### src/shared/syscon_pkg.sv
package syscon_pkg;
    // ==========================================
    // Reset values of outputs
    localparam logic PROGRAM_N_RESET = 1'b0;
    localparam logic POR_N_RESET = 1'b0;
    localparam logic POWER_GOOD_RESET = 1'b0;
    localparam logic DCDC_ENABLE_RESET = 1'b0;
    localparam logic JTAG_SELECT_RESET = 1'b0;
    localparam logic GREEN_RESET = 1'b0;
    localparam logic RED_RESET = 1'b1;
    // ==========================================
    // Synchroniser depth
    localparam int SYNC_STAGES = 2;
    // ==========================================
    // Timing: rail settle time after rails stable
    localparam int CLOCK_PERIOD_NS = 100;
    localparam int RAIL_SETTLE_US = 10;
    localparam int RAIL_SETTLE_CYCLES = (RAIL_SETTLE_US * 1000 + CLOCK_PERIOD_NS - 1) / CLOCK_PERIOD_NS;
    localparam int SETTLE_COUNT_W = 12;
    // Sequencer states
    typedef enum logic [1:0] {
        ST_RAILS_OFF,
        ST_SETTLE,
        ST_RUN
    } seq_state_t;
endpackage

### src/shared/sync_if.sv
`timescale 1ns/1ps
// ==========================================
// Raw and synchronised baseboard inputs
interface sync_if;
    logic [2:0] raw;
    logic [2:0] synced;
    modport source (output raw, input synced);
    modport sink (input raw, output synced);
endinterface

### src/hdl/input_sync.sv
`timescale 1ns/1ps
// ==========================================
// Two-stage synchroniser bank
module input_sync #(
    parameter int WIDTH = 3,
    parameter logic [WIDTH-1:0] INIT = '1
) (
    input wire logic clock,
    input wire logic nrst,
    sync_if.sink port
);
    logic [WIDTH-1:0] meta_reg;
    logic [WIDTH-1:0] meta_next;
    logic [WIDTH-1:0] sync_reg;
    logic [WIDTH-1:0] sync_next;

    // Refuse an empty bank at elaboration
    if (WIDTH < 1) begin : g_bad_width
        $error("input_sync: WIDTH must be at least 1");
    end

    // First stage read only by second stage
    // two-flop synchronising
    always_comb begin
        meta_next = port.raw;
        sync_next = meta_reg;
    end

    always_ff @(posedge clock) begin
        if (!nrst) begin
            meta_reg <= INIT;
            sync_reg <= INIT;
        end else begin
            meta_reg <= meta_next;
            sync_reg <= sync_next;
        end
    end

    assign port.synced = sync_reg;
endmodule

### src/hdl/system_controller.sv
`timescale 1ns/1ps
// Overview of operation
// - Power good low if disabled or invalid
// - Select low routes JTAG to FPGA
// - Enable low pulls power-on reset low
// - Program line low until rails stable
// - External reset low resets the FPGA
// - Enable low also resets the FPGA
// - Enable low leaves converters running
// - Two indicators, user owned after configuration
module system_controller #(
    parameter int SETTLE_CYCLES = syscon_pkg::RAIL_SETTLE_CYCLES
) (
    input wire logic clock,
    input wire logic nrst,
    input wire logic power_enable_in,
    input wire logic external_reset_n,
    input wire logic jtag_target_select,
    input wire logic supply_valid,
    input wire logic rails_stable,
    input wire logic fpga_config_done,
    input wire logic user_green,
    input wire logic user_red,
    output logic power_good_out,
    output logic dcdc_enable,
    output logic fpga_program_n,
    output logic fpga_por_n,
    output logic jtag_to_fpga,
    output logic jtag_to_controller,
    output logic green_indicator,
    output logic red_indicator
);
    localparam logic [syscon_pkg::SETTLE_COUNT_W-1:0] SETTLE_LAST =
        syscon_pkg::SETTLE_COUNT_W'(SETTLE_CYCLES - 1);

    // Settle count must fit the counter width
    if (SETTLE_CYCLES < 1 || SETTLE_CYCLES > (1 << syscon_pkg::SETTLE_COUNT_W)) begin : g_bad_settle
        $error("system_controller: SETTLE_CYCLES out of range");
    end

    // ==========================================
    // Input synchronisation
    sync_if sio ();
    logic enable_s;
    logic ext_reset_n_s;
    logic jtag_sel_s;

    assign sio.raw = {jtag_target_select, external_reset_n, power_enable_in};
    // Enable and reset pins idle high; select starts at the FPGA route
    input_sync #(
        .WIDTH(3),
        .INIT(3'h3)
    ) u_sync (
        .clock(clock),
        .nrst(nrst),
        .port(sio.sink)
    );
    assign enable_s = sio.synced[0];
    assign ext_reset_n_s = sio.synced[1];
    assign jtag_sel_s = sio.synced[2];

    // ==========================================
    // Rail sequencer
    syscon_pkg::seq_state_t state_reg;
    syscon_pkg::seq_state_t state_next;
    logic [syscon_pkg::SETTLE_COUNT_W-1:0] count_reg;
    logic [syscon_pkg::SETTLE_COUNT_W-1:0] count_next;

    // Waits for supply valid, rails stable and a settle time
    always_comb begin
        state_next = state_reg;
        count_next = count_reg;
        unique case (state_reg)
            syscon_pkg::ST_RAILS_OFF: begin
                count_next = '0;
                if (supply_valid) begin
                    state_next = syscon_pkg::ST_SETTLE;
                end
            end
            syscon_pkg::ST_SETTLE: begin
                if (!supply_valid) begin
                    state_next = syscon_pkg::ST_RAILS_OFF;
                end else if (rails_stable && count_reg == SETTLE_LAST) begin
                    state_next = syscon_pkg::ST_RUN;
                end else if (rails_stable) begin
                    count_next = count_reg + 1'b1;
                end else begin
                    count_next = '0;
                end
            end
            syscon_pkg::ST_RUN: begin
                if (!supply_valid || !rails_stable) begin
                    state_next = syscon_pkg::ST_RAILS_OFF;
                end
            end
        endcase
    end

    always_ff @(posedge clock) begin
        if (!nrst) begin
            state_reg <= syscon_pkg::ST_RAILS_OFF;
            count_reg <= '0;
        end else begin
            state_reg <= state_next;
            count_reg <= count_next;
        end
    end

    // ==========================================
    // Output registers
    logic rails_up;
    logic power_good_reg;
    logic power_good_next;
    logic dcdc_reg;
    logic dcdc_next;
    logic prog_n_reg;
    logic prog_n_next;
    logic por_n_reg;
    logic por_n_next;
    logic green_reg;
    logic green_next;
    logic red_reg;
    logic red_next;
    logic jsel_reg;
    logic jsel_next;

    assign rails_up = (state_reg == syscon_pkg::ST_RUN);

    // Outputs computed from synchronised pins, sequencer and the raw supply valid, config done and user inputs
    always_comb begin
        power_good_next = enable_s && rails_up;
        dcdc_next = supply_valid;
        prog_n_next = rails_up && ext_reset_n_s && enable_s;
        por_n_next = enable_s && rails_up;
        jsel_next = jtag_sel_s;
        if (fpga_config_done && prog_n_reg) begin
            green_next = user_green;
            red_next = user_red;
        end else begin
            // Red shows FPGA unconfigured or held by controller; green shows rails up
            green_next = rails_up;
            red_next = 1'b1;
        end
    end

    always_ff @(posedge clock) begin
        if (!nrst) begin
            power_good_reg <= syscon_pkg::POWER_GOOD_RESET;
            dcdc_reg <= syscon_pkg::DCDC_ENABLE_RESET;
            prog_n_reg <= syscon_pkg::PROGRAM_N_RESET;
            por_n_reg <= syscon_pkg::POR_N_RESET;
            jsel_reg <= syscon_pkg::JTAG_SELECT_RESET;
            green_reg <= syscon_pkg::GREEN_RESET;
            red_reg <= syscon_pkg::RED_RESET;
        end else begin
            power_good_reg <= power_good_next;
            dcdc_reg <= dcdc_next;
            prog_n_reg <= prog_n_next;
            por_n_reg <= por_n_next;
            jsel_reg <= jsel_next;
            green_reg <= green_next;
            red_reg <= red_next;
        end
    end

    assign power_good_out = power_good_reg;
    assign dcdc_enable = dcdc_reg;
    assign fpga_program_n = prog_n_reg;
    assign fpga_por_n = por_n_reg;
    assign jtag_to_fpga = !jsel_reg;
    assign jtag_to_controller = jsel_reg;
    assign green_indicator = green_reg;
    assign red_indicator = red_reg;

    // ==========================================
    // Assertions
    a_power_good_follows: assert property (@(posedge clock) disable iff (!nrst)
        1'b1 |=> power_good_out == ($past(enable_s) && $past(rails_up)))
        else $error("power good does not follow enable and rails");
    a_jtag_route: assert property (@(posedge clock) disable iff (!nrst)
        !jtag_sel_s |=> jtag_to_fpga && !jtag_to_controller)
        else $error("jtag select low not routed to fpga");
    a_jtag_select: assert property (@(posedge clock) disable iff (!nrst)
        jtag_sel_s |=> jtag_to_controller)
        else $error("jtag select high not routed to controller");
    a_por_on_enable: assert property (@(posedge clock) disable iff (!nrst)
        !enable_s |=> !fpga_por_n)
        else $error("por not pulled on enable low");
    a_prog_hold: assert property (@(posedge clock) disable iff (!nrst)
        !rails_up |=> !fpga_program_n)
        else $error("program released before rails stable");
    a_settle_time: assert property (@(posedge clock) disable iff (!nrst)
        $rose(rails_up) |-> $past(state_reg) == syscon_pkg::ST_SETTLE && $past(count_reg) == SETTLE_LAST)
        else $error("rails declared up without settle time");
    a_ext_reset: assert property (@(posedge clock) disable iff (!nrst)
        !external_reset_n ##1 !external_reset_n ##1 !external_reset_n |=> !fpga_program_n)
        else $error("external reset did not reset fpga");
    a_enable_reset: assert property (@(posedge clock) disable iff (!nrst)
        !enable_s |=> !fpga_program_n)
        else $error("enable low did not reset fpga");
    a_dcdc_stays: assert property (@(posedge clock) disable iff (!nrst)
        supply_valid && $fell(enable_s) |=> dcdc_enable)
        else $error("converters switched off by enable");
    a_led_user: assert property (@(posedge clock) disable iff (!nrst)
        fpga_config_done && fpga_program_n |=> green_indicator == $past(user_green))
        else $error("green indicator not handed to user");
    c_power_up: cover property (@(posedge clock) disable iff (!nrst) $rose(power_good_out));
    c_ext_reset: cover property (@(posedge clock) disable iff (!nrst) rails_up && $fell(ext_reset_n_s));
    c_enable_por: cover property (@(posedge clock) disable iff (!nrst) rails_up && $fell(fpga_por_n));
    c_user_led: cover property (@(posedge clock) disable iff (!nrst) fpga_config_done && fpga_program_n);
endmodule

### config.mk
export PLATFORM = sky130hd
export DESIGN_NAME = system_controller
export DESIGN_NICKNAME = d
export VERILOG_FILES = /design/src/shared/syscon_pkg.sv /design/src/shared/sync_if.sv /design/src/hdl/input_sync.sv /design/src/hdl/system_controller.sv
export SDC_FILE = /design/constraint.sdc
export NUM_CORES = 1
export LEC_CHECK = 0
export ABC_AREA = 1
export BUFFER_PORTS_ARGS = -buffer_cell sky130_fd_sc_hd__buf_2
export CAP_MARGIN = 20
export CORE_ASPECT_RATIO = 1.25
export CORE_MARGIN = 5
export CORE_UTILIZATION = 50
export CTS_BUF_LIST = sky130_fd_sc_hd__clkbuf_8 sky130_fd_sc_hd__clkbuf_16
export DETAILED_ROUTE_END_ITERATION = 8
export MAX_ROUTING_LAYER = met4
export PLACE_DENSITY = 0.71
export SETUP_SLACK_MARGIN = 0.3
export SLEW_MARGIN = 15
export SYNTH_ARGS = -nofsm -noshare
export SYNTH_HDL_FRONTEND = slang
export SYNTH_SLANG_ARGS = --single-unit
### constraint.sdc
create_clock -name clock -period 2.39 [get_ports clock]
set_clock_uncertainty 0.2 [all_clocks]
set_input_delay 0.717 -clock clock [delete_from_list [all_inputs] [get_ports clock]]
set_output_delay 0.717 -clock clock [all_outputs]
set_load 0.01 [all_outputs]
==> Yosys cells after proc, flatten, opt, wreduce, memory -nomap -nowiden <==
Cells that the tools add are included.
{ "totals": {"wordCells": 43, "regBits": 26, "in_bits": 10} }
{ "op_classes": {"n_mux": 10, "n_eq_ne": 8, "reduce_logical": 14, "add_sub_neg": 1} }
{ "ops": {"columns": ["cell", "count"], "rows": [
  ["12-bit 2-to-1 mux", 3],
  ["12-bit one-hot mux with 2 select lines", 1],
  ["12-bit by 1-bit adder with 12-bit output (second input constant)", 1],
  ["12-bit by 7-bit == test with 1-bit output (second input constant)", 1],
  ["2-bit 2-to-1 mux", 4],
  ["2-bit != test (second input constant)", 3],
  ["2-bit one-hot mux with 3 select lines", 1],
  ["3-bit AND reduction", 2],
  ["1-bit logical AND", 5],
  ["1-bit zero test", 3],
  ["3-bit != test (second input constant)", 1],
  ["2-bit by 1-bit == test with 1-bit output (second input constant)", 1],
  ["2-bit == test (second input constant)", 1],
  ["2-bit zero test", 1],
  ["2-bit by 1-bit != test with 1-bit output (second input constant)", 1],
  ["2-bit AND reduction", 1],
  ["2-bit nonzero test", 1],
  ["1-bit logical OR", 1],
  ["1-bit 2-to-1 mux", 1]
]} }

==> Depth between registers and ports, before layout <==
{ "depth": {"depth_word": 5, "mapped_depth": 10, "mapped_depth_nobuf": 10} }

==> Hierarchy <==
A second synthesis with hierarchy kept.
{ "hier_totals": {"cells_unflattened": 191, "hier_area_um2": 1352.5} }
{ "by_module_without_submodules": {"columns": ["mod", "cells_per_inst", "seq_area_each_um2", "n_inst", "area_per_inst_um2"], "rows": [
  ["system_controller", 173, 400.4, 1, 1187.4],
  ["input_sync", 18, 120.1, 1, 165.2]
]} }

==> Worst setup path before layout <==
Ideal clock, no wire load.
{ "synth_path": {"path_kind": "input port to flip-flop", "start": "in rails_stable", "end": "reg count_reg[10] in the netlist's numbering", "arrival_ns": 1.414, "slack_ns": 0.662, "path_stages": 8, "n_path_buf": 1, "required_ns": 2.076, "path_cell_list": "nand2_1 -> nor2_1 -> nand3_2 -> nand2_4 -> nand2_4 -> buf_6 -> a21oi_1 -> nor2_1"} }
{ "synth_via": {"elab_chain_cells": 4, "word_cells_on_any_way": 7, "classes_between": "eq/ne: 1; mux: 4; reduce/logical: 2"} }
{ "synth_lines": {"columns": ["element", "line_no", "source"], "rows": [
  ["start: declaration", "system_controller.sv:20", "input wire logic rails_stable,"],
  ["12-bit 2-to-1 mux", "system_controller.sv:85", "end else if (rails_stable) begin"],
  ["12-bit 2-to-1 mux", "system_controller.sv:83", "end else if (rails_stable && count_reg == SETTLE_LAST) begin"],
  ["12-bit 2-to-1 mux", "system_controller.sv:81", "if (!supply_valid) begin"],
  ["12-bit one-hot mux with 2 select lines", "system_controller.sv:73", "unique case (state_reg)"],
  ["end signal: assignment", "system_controller.sv:105", "count_reg <= count_next;"],
  ["end: declaration", "system_controller.sv:66", "logic [syscon_pkg::SETTLE_COUNT_W-1:0] count_reg;"]
]} }
Parallel ways exist; a longest one is shown, timed or not. The select of a mux whose other input is x is not followed.
A chain may end at the register's enable or synchronous reset.

==> Final worst setup path <==
{ "layout_path": {"start": "reg count_reg[0] in the netlist's numbering", "end": "reg count_reg[3] in the netlist's numbering"} }
{ "layout_via": {"elab_chain_cells": 5, "word_cells_on_any_way": 9, "classes_between": "add/sub: 1; eq/ne: 2; mux: 4; reduce/logical: 2"} }
{ "layout_lines": {"columns": ["element", "line_no", "source"], "rows": [
  ["12-bit by 1-bit adder with 12-bit output", "system_controller.sv:86", "count_next = count_reg + 1'b1;"],
  ["12-bit 2-to-1 mux", "system_controller.sv:85", null],
  ["12-bit 2-to-1 mux", "system_controller.sv:83", null],
  ["12-bit 2-to-1 mux", "system_controller.sv:81", null],
  ["12-bit one-hot mux with 2 select lines", "system_controller.sv:73", null]
]} }
Parallel ways exist; a longest one is shown, timed or not. The select of a mux whose other input is x is not followed.

==> results.toml <==
[synthesis]
synth_nets = 206
seq_area_frac_synth_pct = 40.3
yosysUniqueCellTypes = 21
syn_inst = 192
yosysWarnings = 0
synth_area_sq_mm = 0.00129
ys_seq_elements = 26
syn_avg_cell_area_sq_um = 6.73

[placement]
portBuffers = 17
dp.cells = 238
globalplace.congestion = 0.894
hpwl_um = 2090

[finish]
fillers = 260
drive_above_1_share_pct = 13.5
largest_register_ffs = 12
num_antenna_cells = 0
regArea_sq_um = 520
layout.nets = 224
area_delta_synth_final_pct = 10.2
finalNonFillerCells = 241
multi_input_area_sq_um = 618

[critical_path]
crit_path_end_kind = "flip-flop"
startpoint = "count_reg[0]$_SDFFE_PN0P_"
r2r_slack_ns = 0.66
r2r_start = "count_reg[0]$_SDFFE_PN0P_"
startpoint_type = "flip-flop"
crit_fanout = 8
rr_worst_depth = 9
crit_buf_inv = 1
critPathRequiredTime_ns = 2.39
max_stage_delay_ns = 0.39
cpMaxStageDelayCell = "dfxtp_1"
critPathTopFamily = "simple AND/OR/NAND/NOR gates"
cp_data_arrival_time_ns = 1.73
r2r_end = "count_reg[3]$_SDFFE_PN0P_"
path_cells = "ha_1 > nand2_1 > nor2_1 > nand3_2 > nand2_4 > nand3_1 > nand2_1 > inv_1 > nor2_1"
cp_num_cells = 9
crit_type = "flip-flop to flip-flop"

[clocking]
cts_tree = "yes"
root_buffer = "clkbuf_8"
cts_max_path_buffers = 2
cts_sinks = 26
numCtsBuffers = 3
cts_setup_buffers = 0
clock_latency_ns = 0.26
cts_resized = 0
cts_hold_repair.buffers = 0
cts_max_level = 1
cts.clk_slew.worst_paths_ns = 0.08

[timing]
max_freq_ghz = 0.578
grt_setup_unrepaired = "false"
fin_crit_ns = 1.73
timing.slew.headroom_pct = 76.8
setup_viol = 0
tns_ns = 0
finalHoldViolations = 0
period_share_pct = 72.4
slew_violations = 0
worst-slew-pin-transition_ns = 0.347

[drt]
postRouteAntennaNets = 0
vias = 1180
wl_per_cell_um = 11.0
drt_iter0_drc = 35
vias_per_cell = 4.90
routed_wl_um = 2660
drc = 0
dr.pass1.iters = 4

[die]
ios = 18
die_h_um = 66.8
chipWidth_um = 55.5
core_sq_mm = 0.00245
die_area_sq_mm = 0.00371
rows = 20
start_util_pct = 52.7

[pwr]
ir_worst_vdd_v = 0.000478
powerDensity_mw_per_mm2 = 602
leakagePower_uw = 0.000705

[outcome]
status = "completed"

[global_routing]
antenna_found_initial = 0
grt_use_total_pct = 16.3
first_global_vias = 1176
grt_max_degree = 15
grt_pass1_wl_um = 4700
overflow = 0

[min_path]
hold_depth = 2
hold_end = "u_sync.port.synced[2]$_SDFF_PN0_"
worstHoldPathType = "flip-flop to flip-flop"
worstHoldStart = "u_sync.meta_reg[2]$_SDFF_PN0_"

[job]
max_cap_viol_count = 0
## cells in the final DEF (no fill, tap or decap), drive strengths merged, types with 3 or more instances in the layout
cell type | Yosys | routed
a21oi | 10 | 10
dfxtp | 26 | 26
buf | 2 | 17
ha | 4 | 4
inv | 31 | 31
o21ai | 7 | 7
nor2 | 19 | 19
or2 | 4 | 4
nand3 | 15 | 15
nand2 | 63 | 63
nor3 | 4 | 4
clkbuf | 2 | 3
## per-layer routing
| metal | track usage (%) | share of wire, % | routed length [um] | up-vias |
|---|---|---|---|---|
| met5 | - | 0 | 0 | - |
| met4 | 6.38 | 1.7 | 44 | 0 |
| met3 | 2.52 | 3.5 | 93 | 5 |
| met2 | 32.4 | 51 | 1370 | 25 |
| met1 | 15.6 | 43 | 1150 | 524 |
| li1 | - | - | - | 626 |
## report_power, final
part	switching [uW]	total (uW)	leakage, uW	internal [uW]
Clock	123	236	0.0000216	113
Combinational	114	164	0.000471	50.1
Sequential	7.18	457	0.000212	449
Total	244	856	0.000705	612
## per-stage QoR
step	hold WS (ns)	util [%]	power, uW	worst slack [ns]	area [sq um]
after floorplan	0.190	-	599	0.662	1290
after global placement	0.196	56.3	625	0.450	1380
after detailed placement	0.199	56.3	631	0.384	1380
after CTS	0.218	58.0	870	0.654	1420
after global routing	0.253	58.0	912	0.470	1420
final	0.214	58.0	856	0.659	1420
## cell usage after synthesis
master / number / share of area (%)
nor4_1: 1 / 0.48
ha_1: 4 / 3.9
nor3b_1: 1 / 0.58
nor2_1: 19 / 5.5
nor3_1: 4 / 1.6
or3_1: 1 / 0.48
o21ai_0: 7 / 2.7
nand3_2: 1 / 0.78
nand2_4: 2 / 1.7
nand4_1: 2 / 0.97
or2_2: 4 / 1.9
clkbuf_1: 1 / 0.29
nand2_1: 60 / 17
clkbuf_8: 1 / 1.1
nand2_2: 1 / 0.48
a21oi_1: 10 / 3.9
dfxtp_1: 26 / 40
inv_1: 31 / 9.0
buf_6: 1 / 0.87
nand3_1: 14 / 5.4
buf_4: 1 / 0.58
## how the worst max path moves through the flow
stage,endpoint,slack [ns]
final,count_reg[3]$_SDFFE_PN0P_,0.66
after floorplan,count_reg[10]$_SDFFE_PN0P_,0.66
after CTS,count_reg[3]$_SDFFE_PN0P_,0.65
after global routing,count_reg[7]$_SDFFE_PN0P_,0.47
after detailed placement,count_reg[3]$_SDFFE_PN0P_,0.38
after global placement,count_reg[3]$_SDFFE_PN0P_,0.45
## cells by family after synthesis
kind of cell	after synthesis	synth area share, %
AOI/OAI and AO/OA	17	6.59
adders and majority gates	4	3.88
and+or+nand+nor	110	37.4
buffers and inverters	35	11.8
DFF	26	40.3
## cell type report
cell class / count / area share (%)
Clock buffer: 3 / 2.90
Tap cell: 33 / 2.90
Timing Repair Buffer: 17 / 5.98
Sequential cell: 26 / 36.6
Inverter: 31 / 8.18
Multi-Input combinational cell: 131 / 43.4
## worst min-delay path: stages, from the launching register on
cell and delay, ns:
dfxtp_1 0.31, nand2_1 0.04, inv_1 0.04
(Power assumes the default switching activity.)
